===== config.mk =====
export PLATFORM = sky130hd
export DESIGN_NAME = srsf_status
export DESIGN_NICKNAME = d
export VERILOG_FILES = /design/src/hdl/srsf_pkg.sv /design/src/hdl/srsf_status.sv
export VERILOG_INCLUDE_DIRS = /design/src /design/src/hdl
export SDC_FILE = /design/constraint.sdc
export NUM_CORES = 1
export LEC_CHECK = 0
export BUFFER_PORTS_ARGS = -buffer_cell sky130_fd_sc_hd__buf_4
export CORE_ASPECT_RATIO = 1.75
export CORE_MARGIN = 5
export CORE_UTILIZATION = 40
export CTS_BUF_LIST = sky130_fd_sc_hd__clkbuf_4 sky130_fd_sc_hd__clkbuf_8 sky130_fd_sc_hd__clkbuf_16
export DETAILED_ROUTE_END_ITERATION = 6
export GPL_ROUTABILITY_DRIVEN = 0
export GPL_TIMING_DRIVEN = 0
export PLACE_DENSITY = 0.8
export SETUP_SLACK_MARGIN = 0.2
export SLEW_MARGIN = 25
export SYNTH_ARGS = -nofsm -noshare
export SYNTH_HDL_FRONTEND = slang
export SYNTH_SLANG_ARGS = --single-unit

===== constraint.sdc =====
create_clock -name clk -period 1.33 [get_ports clk]
set_input_delay 0.1995 -clock clk [delete_from_list [all_inputs] [get_ports clk]]
set_output_delay 0.1995 -clock clk [all_outputs]
set_load 0.1 [all_outputs]

===== src/hdl/srsf_cfg.svh =====
/*
  Constants of the serial receive status block: register offsets, status
  bit positions, reset values and word-select codes.
  Assumes it is included by bare name from the package and the design.
*/
`ifndef SRSF_CFG_SVH
`define SRSF_CFG_SVH

// register offsets (byte addresses)
`define SRSF_OFF_STATUS   8'h00
`define SRSF_OFF_RXDATA   8'h04
`define SRSF_OFF_IRQ_STAT 8'h08
`define SRSF_OFF_IRQ_EN   8'h0C
`define SRSF_OFF_IRQ_CLR  8'h10

// status bit positions
`define SRSF_BIT_ADDR_DATA 7
`define SRSF_BIT_FRAME     6
`define SRSF_BIT_PARITY    5
`define SRSF_BIT_OVERRUN   4
`define SRSF_BIT_IDLE      3
`define SRSF_BIT_FULL      2
`define SRSF_BIT_TX_HOLD   1
`define SRSF_BIT_TX_EMPTY  0
`define SRSF_STATUS_USED   8

// interrupt event bit positions
`define SRSF_EV_FULL    0
`define SRSF_EV_FRAME   1
`define SRSF_EV_PARITY  2
`define SRSF_EV_OVERRUN 3
`define SRSF_EV_W       4

// word-select codes
`define SRSF_MODE_SYNC8     3'h0
`define SRSF_MODE_ASYNC10   3'h2
`define SRSF_MODE_EVEN11    3'h4
`define SRSF_MODE_ODD11     3'h5
`define SRSF_MODE_MULTIDROP 3'h6

// reset values
`define SRSF_FLAG_RST  1'b0
`define SRSF_BYTE_RST  8'h00
`define SRSF_EV_RST    4'h0

`endif


===== src/hdl/srsf_pkg.sv =====
/*
  Types shared by the serial receive status block.
  Assumes srsf_cfg.svh is on the include path.
*/
`include "srsf_cfg.svh"

package srsf_pkg;

  typedef logic [2:0] srsf_mode_t;
  typedef logic [`SRSF_EV_W-1:0] srsf_ev_t;

  // clear sequence: status read arms, data read fires
  typedef enum logic [1:0] {
    SRSF_SEQ_IDLE  = 2'b01,
    SRSF_SEQ_ARMED = 2'b10
  } srsf_seq_e;

endpackage


===== src/hdl/srsf_status.sv =====
/*
  Receive status flags of the serial interface: address/data bit,
  framing, parity and overrun errors, receive-full, the receive data
  register, its read-sequence clearing and a maskable interrupt.
  Assumes the receive shifter sits on the same clock and pulses
  rx_char_ready for one cycle with the frame's fields beside it; the
  control inputs come from same-clock logic, so none is synchronised.
*/
// Added by the designer: the register addresses and the address-and-strobe port.
`include "srsf_cfg.svh"

// Behaviour
// - status register read-only, bits 23..8 zero
// - multidrop: bit 7 one for address
// - reads leave address/data bit alone
// - resets and stop clear bit7, framing, parity
// - async missing stop sets framing with full
// - framing flag blocks further data transfers
// - framing clears by status then data read
// - 8-bit synchronous: framing flag always zero
// - framing plus overrun reports overrun only
// - parity modes: wrong parity sets flag
// - parity flag does not block transfers
// - parity clears by status then data read
// - modes without parity keep parity zero
// - parity plus overrun reports overrun only
// - ready while full: overrun, drop the byte
// - full set on transfer, cleared by read
// - word-select code 6 is multidrop framing
module srsf_status
  import srsf_pkg::*;
#(
  parameter int DATA_W = 24,
  parameter int ADDR_W = 8
) (
  input  wire logic              clk,
  input  wire logic              rst,
  input  wire logic [ADDR_W-1:0] addr,
  input  wire logic [DATA_W-1:0] wdata,
  input  wire logic              wr,
  input  wire logic              rd,
  output logic      [DATA_W-1:0] rdata,
  input  wire logic [2:0]        word_mode,
  input  wire logic              rx_char_ready,
  input  wire logic [7:0]        rx_shift_data,
  input  wire logic              rx_stop_ok,
  input  wire logic              rx_ninth_bit,
  input  wire logic              soft_reset,
  input  wire logic              indiv_reset,
  input  wire logic              stop_req,
  input  wire logic              line_idle,
  input  wire logic              tx_holding_empty_flag,
  input  wire logic              transmitter_empty_flag,
  output logic                   rx_full_flag,
  output logic                   rx_transfer,
  output logic                   irq
);

  // state
  logic            rx_addr_data_bit;
  logic            framing_error_flag;
  logic            parity_error_flag;
  logic            overrun_flag;
  logic [7:0]      rx_data_register;
  srsf_seq_e       seq;
  srsf_ev_t        irq_status;
  srsf_ev_t        irq_enable;

  // next values
  logic            next_addr_data;
  logic            next_frame;
  logic            next_parity;
  logic            next_overrun;
  logic            next_full;
  logic [7:0]      next_rx_data;
  srsf_seq_e       next_seq;
  srsf_ev_t        next_irq_status;
  srsf_ev_t        next_irq_enable;
  logic [DATA_W-1:0] next_rdata;
  logic [DATA_W-1:0] status_word;

  // address decode
  wire sel_status   = addr == ADDR_W'(`SRSF_OFF_STATUS);
  wire sel_rxdata   = addr == ADDR_W'(`SRSF_OFF_RXDATA);
  wire sel_irq_stat = addr == ADDR_W'(`SRSF_OFF_IRQ_STAT);
  wire sel_irq_en   = addr == ADDR_W'(`SRSF_OFF_IRQ_EN);
  wire sel_irq_clr  = addr == ADDR_W'(`SRSF_OFF_IRQ_CLR);

  wire status_rd = rd & sel_status;
  wire data_rd   = rd & sel_rxdata;
  wire en_wr     = wr & sel_irq_en;
  wire clr_wr    = wr & sel_irq_clr;

  // mode decode
  wire mode_sync8     = word_mode == `SRSF_MODE_SYNC8;
  wire mode_even      = word_mode == `SRSF_MODE_EVEN11;
  wire mode_odd       = word_mode == `SRSF_MODE_ODD11;
  wire mode_multidrop = word_mode == `SRSF_MODE_MULTIDROP;
  wire mode_parity    = mode_even | mode_odd;
  wire mode_async     = !mode_sync8;

  // reset, software reset, interface reset and stop all clear
  wire clr_all = soft_reset | indiv_reset | stop_req;

  // receive path decisions
  // overrun wins: the byte is never transferred, so its framing and
  // parity findings are never recorded
  wire char_overrun = rx_char_ready & rx_full_flag;
  // a pending framing error holds off new words; they are lost
  wire char_blocked = rx_char_ready & !rx_full_flag
                      & framing_error_flag;
  // parity error does not appear in the transfer condition
  wire char_take    = rx_char_ready & !rx_full_flag
                      & !char_blocked;

  // even parity: data plus parity bit has an even number of ones
  wire parity_ones = ^{rx_shift_data, rx_ninth_bit};
  wire parity_bad  = mode_even ? parity_ones : !parity_ones;

  wire frame_set   = char_take & mode_async & !rx_stop_ok;
  wire parity_set  = char_take & mode_parity & parity_bad;
  wire overrun_set = char_overrun;

  // status read then data read clears the error flags
  wire seq_fire = data_rd & (seq == SRSF_SEQ_ARMED);

  assign rx_transfer = char_take;

  // address/data bit only moves on a multidrop transfer or a reset or stop
  always_comb begin
    next_addr_data = rx_addr_data_bit;
    if (clr_all) begin
      next_addr_data = `SRSF_FLAG_RST;
    end else if (char_take & mode_multidrop) begin
      next_addr_data = rx_ninth_bit;
    end
  end

  // set wins over the read-sequence clear
  always_comb begin
    next_frame = framing_error_flag;
    if (clr_all) begin
      next_frame = `SRSF_FLAG_RST;
    end else if (mode_sync8) begin
      next_frame = 1'b0;
    end else if (frame_set) begin
      next_frame = 1'b1;
    end else if (seq_fire) begin
      next_frame = 1'b0;
    end
  end

  always_comb begin
    next_parity = parity_error_flag;
    if (clr_all) begin
      next_parity = `SRSF_FLAG_RST;
    end else if (!mode_parity) begin
      next_parity = 1'b0;
    end else if (parity_set) begin
      next_parity = 1'b1;
    end else if (seq_fire) begin
      next_parity = 1'b0;
    end
  end

  always_comb begin
    next_overrun = overrun_flag;
    if (clr_all) begin
      next_overrun = `SRSF_FLAG_RST;
    end else if (overrun_set) begin
      next_overrun = 1'b1;
    end else if (seq_fire) begin
      next_overrun = 1'b0;
    end
  end

  // a transfer in the reading cycle happens only while the register is
  // empty, and then it wins over the read; a full register turns that byte into an overrun instead
  always_comb begin
    next_full    = rx_full_flag;
    next_rx_data = rx_data_register;
    if (char_take) begin
      next_full    = 1'b1;
      next_rx_data = rx_shift_data;
    end else if (data_rd) begin
      next_full = 1'b0;
    end
  end

  always_comb begin
    next_seq = seq;
    unique case (seq)
      SRSF_SEQ_IDLE: begin
        if (status_rd) begin
          next_seq = SRSF_SEQ_ARMED;
        end
      end
      SRSF_SEQ_ARMED: begin
        if (data_rd) begin
          next_seq = SRSF_SEQ_IDLE;
        end
      end
      default: begin
        next_seq = SRSF_SEQ_IDLE;
      end
    endcase
  end

  // interrupt events: sticky, set wins over a clear write
  wire [`SRSF_EV_W-1:0] ev;
  assign ev[`SRSF_EV_FULL]    = char_take;
  assign ev[`SRSF_EV_FRAME]   = frame_set;
  assign ev[`SRSF_EV_PARITY]  = parity_set;
  assign ev[`SRSF_EV_OVERRUN] = overrun_set;

  wire [`SRSF_EV_W-1:0] clr_mask = clr_wr ? wdata[`SRSF_EV_W-1:0]
                                          : {`SRSF_EV_W{1'b0}};

  assign next_irq_status = (irq_status & ~clr_mask) | ev;
  assign next_irq_enable = en_wr ? wdata[`SRSF_EV_W-1:0] : irq_enable;

  assign irq = |(irq_status & irq_enable);

  // status word: only the low byte carries flags
  always_comb begin
    status_word                      = {DATA_W{1'b0}};
    status_word[`SRSF_BIT_ADDR_DATA] = rx_addr_data_bit;
    status_word[`SRSF_BIT_FRAME]     = framing_error_flag;
    status_word[`SRSF_BIT_PARITY]    = parity_error_flag;
    status_word[`SRSF_BIT_OVERRUN]   = overrun_flag;
    status_word[`SRSF_BIT_IDLE]      = line_idle;
    status_word[`SRSF_BIT_FULL]      = rx_full_flag;
    status_word[`SRSF_BIT_TX_HOLD]   = tx_holding_empty_flag;
    status_word[`SRSF_BIT_TX_EMPTY]  = transmitter_empty_flag;
  end

  // read mux; unmapped and write-only offsets read zero
  always_comb begin
    next_rdata = {DATA_W{1'b0}};
    if (rd) begin
      if (sel_status) begin
        next_rdata = status_word;
      end else if (sel_rxdata) begin
        next_rdata = {{(DATA_W-8){1'b0}}, rx_data_register};
      end else if (sel_irq_stat) begin
        next_rdata = {{(DATA_W-`SRSF_EV_W){1'b0}}, irq_status};
      end else if (sel_irq_en) begin
        next_rdata = {{(DATA_W-`SRSF_EV_W){1'b0}}, irq_enable};
      end
    end
  end

  // address/data bit: cleared by every reset source, kept by reads
  always_ff @(posedge clk) begin
    if (rst) begin
      rx_addr_data_bit <= `SRSF_FLAG_RST;
    end else begin
      rx_addr_data_bit <= next_addr_data;
    end
  end

  // framing flag; while set it holds the receive path shut
  always_ff @(posedge clk) begin
    if (rst) begin
      framing_error_flag <= `SRSF_FLAG_RST;
    end else begin
      framing_error_flag <= next_frame;
    end
  end

  // parity flag; never holds the receive path shut
  always_ff @(posedge clk) begin
    if (rst) begin
      parity_error_flag <= `SRSF_FLAG_RST;
    end else begin
      parity_error_flag <= next_parity;
    end
  end

  // overrun flag
  always_ff @(posedge clk) begin
    if (rst) begin
      overrun_flag <= `SRSF_FLAG_RST;
    end else begin
      overrun_flag <= next_overrun;
    end
  end

  // receive-full: a data read or rst empties it, soft resets keep the byte
  always_ff @(posedge clk) begin
    if (rst) begin
      rx_full_flag <= `SRSF_FLAG_RST;
    end else begin
      rx_full_flag <= next_full;
    end
  end

  // held byte; stays readable after an overrun drops its successor
  always_ff @(posedge clk) begin
    if (rst) begin
      rx_data_register <= `SRSF_BYTE_RST;
    end else begin
      rx_data_register <= next_rx_data;
    end
  end

  // clear sequence; soft resets leave an armed sequence armed, so a
  // data read right after one still clears the error flags
  always_ff @(posedge clk) begin
    if (rst) begin
      seq <= SRSF_SEQ_IDLE;
    end else begin
      seq <= next_seq;
    end
  end

  // sticky interrupt events, cleared only by software or rst
  always_ff @(posedge clk) begin
    if (rst) begin
      irq_status <= `SRSF_EV_RST;
    end else begin
      irq_status <= next_irq_status;
    end
  end

  // interrupt enables; all off after rst so irq starts low
  always_ff @(posedge clk) begin
    if (rst) begin
      irq_enable <= `SRSF_EV_RST;
    end else begin
      irq_enable <= next_irq_enable;
    end
  end

  // read port: registered, zero outside the cycle after a read
  // trade-off: one cycle of latency buys a flop-driven data output
  always_ff @(posedge clk) begin
    if (rst) begin
      rdata <= {DATA_W{1'b0}};
    end else begin
      rdata <= next_rdata;
    end
  end

endmodule


# Word level (Yosys, flattened, before mapping)
# Index checks and enable logic that the tools add are counted.
# word_totals
regBits,47
latchBits,0
ram_bits,0
rom_bits,0
in_bits,56
output_inout_bits,27
wordCells,79
n_memories,0
# classes
addsub,0
multipliers,0
div_mod_pow,0
n_lt_le_gt_ge,0
eq_ne,11
shifts,0
muxes,15
bitwise,23
n_reduce_logical,19
# ops
cell,n
$eq A8 B4 Y1 const B,2
$mux W8,2
$and A1 B1 Y1,14
$mux W4,3
$eq A3 B3 Y1 const B,3
$reduce_xor A9 Y1,1
$and A4 B4 Y4,2
$eq A8 B3 Y1 const B,1
$eq A8 B5 Y1 const B,1
$logic_not A8 Y1,1
$reduce_bool A2 Y1,4
$mux W1,7
$reduce_or A3 Y1,2
$logic_not A1 Y1,5
$reduce_or A5 Y1,1
$mux W2,2
$ne A2 B2 Y1 const B,2
$not A4 Y4,1
$or A4 B4 Y4,1
$pmux W2 S2,1
$reduce_or A2 Y1,2
$reduce_or A4 Y1,1
$logic_not A3 Y1,1
$or A1 B1 Y1,3
other kinds (4),5

# Longest topological paths before layout
# logic_depth
word_depth,8
ltp_mapped,5
ltp_nobuf,4

# Worst setup path after synthesis
# Ideal clock, no wire load.
# synth_path
kind,register -> register
startpoint,reg rx_full_flag
endpoint,reg rx_full_flag
setup_ns,0.128
arrival_ns,2.474
required_time_ns,1.202
path_slack_ns,-1.272
path_stages_with_launch,6
cell_sequence,dfxtp_1 or3b_1 buf_2 clkinv_1 a21oi_1 nor2_1
# synth_via
elab_chain_len,6
word_cells_on_any_way,7
# synth_lines
item,line_no,text
"start, declared",srsf_status.sv:54,"output logic rx_full_flag,"
"start signal, assigned",srsf_status.sv:292,rx_full_flag <= `SRSF_FLAG_RST;
"start signal, assigned",srsf_status.sv:294,rx_full_flag <= next_full;
$logic_not A1 Y1 (*),"srsf_status.sv:110, srsf_status.sv:113",
$and A1 B1 Y1 (*),"srsf_status.sv:110, srsf_status.sv:113",
$and A1 B1 Y1,srsf_status.sv:111,& framing_error_flag;
$logic_not A1 Y1,srsf_status.sv:114,& !char_blocked;
$and A1 B1 Y1 (*),srsf_status.sv:114,
net rx_transfer,srsf_status.sv:55,"output logic rx_transfer,"
$mux W1 or $reduce_bool A2 Y1 (tied branches),-,
# The timed path passes the listed nets; every way through them passes the cells marked *.
# A chain may end at the register's enable or synchronous reset.

# Worst setup path after layout
# layout_path
startpoint,reg framing_error_flag
endpoint,reg parity_error_flag
# layout_via
elab_chain_len,6
word_cells_on_any_way,7
# layout_lines
item,line_no,text
"start, declared",srsf_status.sv:61,logic framing_error_flag;
"start signal, assigned",srsf_status.sv:265,framing_error_flag <= `SRSF_FLAG_RST;
"start signal, assigned",srsf_status.sv:267,framing_error_flag <= next_frame;
$and A1 B1 Y1 (*),srsf_status.sv:111,
$logic_not A1 Y1 (*),srsf_status.sv:114,
$and A1 B1 Y1 (*),srsf_status.sv:114,
$and A1 B1 Y1 (*) (2 in a row),srsf_status.sv:121,wire parity_set = char_take & mode_parity & parity_bad;
$mux W1 or $reduce_bool A2 Y1 (tied branches),-,
"end signal, assigned",srsf_status.sv:274,parity_error_flag <= `SRSF_FLAG_RST;
"end signal, assigned",srsf_status.sv:276,parity_error_flag <= next_parity;
"end, declared",srsf_status.sv:62,logic parity_error_flag;
# Mark *: on every way between the ends. The rest lies on a longest branch, timed or not.

==> results.json <==
{
  "synth_seq_cells": 31,
  "die_y_um": 92.7,
  "finalCritPeriodShare_pct": 120,
  "min_to": "irq_enable[1]$_SDFFE_PP0P_",
  "cts_buffers": 5,
  "setup.worst_path.end_class": "register",
  "area_delta_synth_final_pct": 64.3,
  "ant_nets": 0,
  "violations": "negative setup slack",
  "die_area_sq_um": 5310,
  "routedWlPerCell_um": 17.1,
  "startpoint_type": "register",
  "die_x_um": 57.3,
  "cp.arrival_ns": 1.81,
  "dp_hpwl_um": 3310,
  "skew_ns": 0.00884,
  "worst-setup-path-type": "register to register",
  "coreArea_sq_um": 3830,
  "hold_depth": 3,
  "hp-start": "wdata[1]",
  "ioPinCount": 83,
  "drt-total-wl_um": 5320,
  "powerDensity_nw_per_um2": 987,
  "hold_violations": 0,
  "worstRegToRegCells": 6,
  "clk_latency_ns": 0.28,
  "cts_tree": "built",
  "multi_input_area_sq_um": 1050,
  "outcome": "finished with violations",
  "antenna_found_initial": 0,
  "fin_setup_tns_ns": -2.67,
  "fillCellCount": 295,
  "overflow": 0,
  "grt_pass1_vias": 1654,
  "dr.first_iter.drc_count": 53,
  "drive_above_1_share_pct": 51.3,
  "grt_max_degree": 11,
  "cp_common_cell": "buf_6",
  "nNetsFinal": 318,
  "required_ns": 1.55,
  "fmax_mhz": 627,
  "path_clk_slew_ns": 0.07,
  "yosysSeqAreaShare_pct": 39.7,
  "first_pass_iters": 4,
  "ys_types": 40,
  "cts_sinks": 31,
  "register_area_sq_um": 629,
  "cts_hold_repair.buffers": 0,
  "finalCriticalPeriod_ns": 1.59,
  "reg2reg_from": "framing_error_flag$_SDFFE_PP0P_",
  "path_cells": "or3b_4 -> buf_6 -> buf_6 -> nor4b_4 -> a32oi_1 -> o21ai_2",
  "clock_path_buffers": 2,
  "critPathMaxStageDelay_ns": 0.39,
  "rsz0062_at_grt": "yes",
  "initial_core_util_pct": 40.8,
  "drv_slew": 0,
  "path_max_fanout": 3,
  "clockRootBuffer": "clkbuf_8",
  "via_count": 1687,
  "maxCapViolations": 0,
  "setup_viol_count_final": 15,
  "io_buffers": 45,
  "antenna_cells": 0,
  "fin_area_sq_um": 2570,
  "ys_warn_count": 0,
  "drcViolationCount": 0,
  "worst_ir_drop_vdd_mv": 0.558,
  "ff2ff_setup_slack_ns": -0.26,
  "tightest_slew_ns": 0.627,
  "hp-class": "primary input to register",
  "relSlewSlack_pct": 58.2,
  "syn-cell-area_sq_um": 1560,
  "regToRegEndpoint": "parity_error_flag$_SDFFE_PP0P_",
  "setup_slack_ns": -0.264,
  "h-tree-depth": 2,
  "grt_pass1_wl_um": 7380,
  "p_leak_nw": 1.15,
  "synth_cells": 180,
  "cp_slowest_cell": "or3b_4",
  "grtUsageTotal_pct": 18.0,
  "vias_per_cell": 5.42,
  "place_area_sq_um": 2090,
  "core.rowCount": 30,
  "synth.avg_cell_area_sq_um": 8.68
}
-- registers in the layout, summed over array words and instances, names as in the netlist, 2 cells and up --
signal	count
seq	2
irq_status	4
irq_enable	4
rdata	8
rx_data_register	8
-- metrics by stage --
step / utilization (%) / hold slack, ns / instances / power (mW) / setup WS (ns)
2_1_floorplan: - / 0.335 / 195 / 1.44 / -0.156
3_3_place_gp: 54.5 / 0.443 / 288 / 1.59 / -0.177
3_5_place_dp: 54.5 / 0.449 / 288 / 1.60 / -0.202
4_1_cts: 60.9 / 0.157 / 303 / 2.42 / -0.227
5_1_grt: 67.1 / 0.170 / 311 / 2.63 / -0.326
6_report: 67.1 / 0.160 / 311 / 2.54 / -0.264
-- report_power, final --
part / switching [mW] / internal [mW] / total [mW]
logic: 0.481 / 0.298 / 0.779
registers: 0.0280 / 0.957 / 0.985
clock network: 0.334 / 0.437 / 0.771
total: 0.843 / 1.69 / 2.54
-- cells in the mapped netlist --
cell	n	area (sq um)
nor3_1	3	15.0
nor4b_2	1	15.0
o311a_1	4	40.0
nor4_2	1	12.5
o21bai_1	1	7.51
nor4bb_1	1	10.0
or3b_1	1	8.76
nand3_1	6	30.0
or3_1	1	6.26
and4b_1	1	10.0
xnor2_1	5	43.8
mux2i_1	9	90.1
clkbuf_1	2	7.51
clkinv_1	1	3.75
conb_1	1	3.75
a32oi_1	1	8.76
buf_2	3	15.0
o21ai_0	4	20.0
o21ai_1	1	5.00
and2_1	2	12.5
buf_4	17	128
nor4b_1	1	8.76
or3b_2	1	8.76
nor2_1	17	63.8
nand4_1	1	6.26
or4_4	1	11.3
o31ai_1	1	7.51
nor3_2	1	10.0
a22oi_1	6	45.0
o21ba_1	1	10.0
nand2b_1	2	12.5
dfxtp_1	31	621
xor2_1	3	26.3
a21oi_1	18	90.1
xnor3_1	1	22.5
and3b_1	1	8.76
nor4_1	2	12.5
and3_1	1	6.26
nand2_1	23	86.3
nor2b_1	2	12.5
-- worst max path at each step --
stage	start	to	slack [ns]	cells after the start
finish	framing_error_flag$_SDFFE_PP0P_	parity_error_flag$_SDFFE_PP0P_	-0.26	6
floorplan	rx_full_flag$_SDFFE_PP0P_	parity_error_flag$_SDFFE_PP0P_	-0.16	5
global placement	rx_shift_data[5]	parity_error_flag$_SDFFE_PP0P_	-0.18	5
global route	framing_error_flag$_SDFFE_PP0P_	parity_error_flag$_SDFFE_PP0P_	-0.33	6
detailed placement	rx_shift_data[5]	irq_status[2]$_SDFF_PP0_	-0.20	5
CTS	rx_full_flag$_SDFFE_PP0P_	rx_transfer	-0.23	4
-- final cells by class --
type                            instances  area share (%)
Buffer                                 22            6.53
Clock buffer                            7            3.51
Clock inverter                          1           0.195
Inverter                                1           0.634
Multi-Input combinational cell        141            41.0
Sequential cell                        31            24.5
Tap cell                               48            2.34
Timing Repair Buffer                   60            21.3
-- cells by family after synthesis --
logic type | share of synthesized area, %
compound gates | 15.0
xor+xnor | 5.92
buf+inv | 9.85
flops | 39.7
mux | 5.76
other cells | 0.240
simple gates | 23.5
-- metal layers --
| layer | vias up | part of all wire, % | wire length (um) | GRT usage, % |
|---|---|---|---|---|
| met3 | 33 | 7.2 | 383 | 3.21 |
| met1 | 786 | 31 | 1660 | 16.9 |
| met2 | 101 | 55 | 2920 | 33.8 |
| met5 | - | 0 | 0 | 0 |
| li1 | 767 | - | - | - |
| met4 | 0 | 6.6 | 351 | 12.2 |
-- layout by cell type (no fill, tap or decap), types with 2 or more instances in the layout --
master / n
nor2_4: 2
buf_6: 6
mux2i_1: 9
o21ai_0: 4
buf_12: 3
xor2_1: 3
nand2b_1: 2
nand2_4: 6
and2_1: 2
dfxtp_2: 4
a21oi_1: 7
nor3_1: 2
buf_4: 65
buf_8: 4
o311a_1: 4
conb_1: 16
a21oi_2: 11
clkbuf_8: 6
nand3_1: 5
nor2_1: 15
nand2_2: 3
nand2_1: 14
dfxtp_1: 26
a22oi_2: 2
xnor2_1: 5
a22oi_1: 4
nor4_4: 2
-- worst max-delay path: cells and delay by family, from the launching register on --
family | cells | cell delay (ns)
compound gates | 2 | 0.25
buf+inv | 2 | 0.27
flops | 1 | 0.33
simple gates | 2 | 0.68
-- timing repair --
action	CTS	global route
resized for setup	27	43
gates cloned	1	1
endpoints found under the setup margin	18	30
buffers inserted	6	7
pin swaps	16	19
Note: power is estimated with default switching activity, not from simulation.
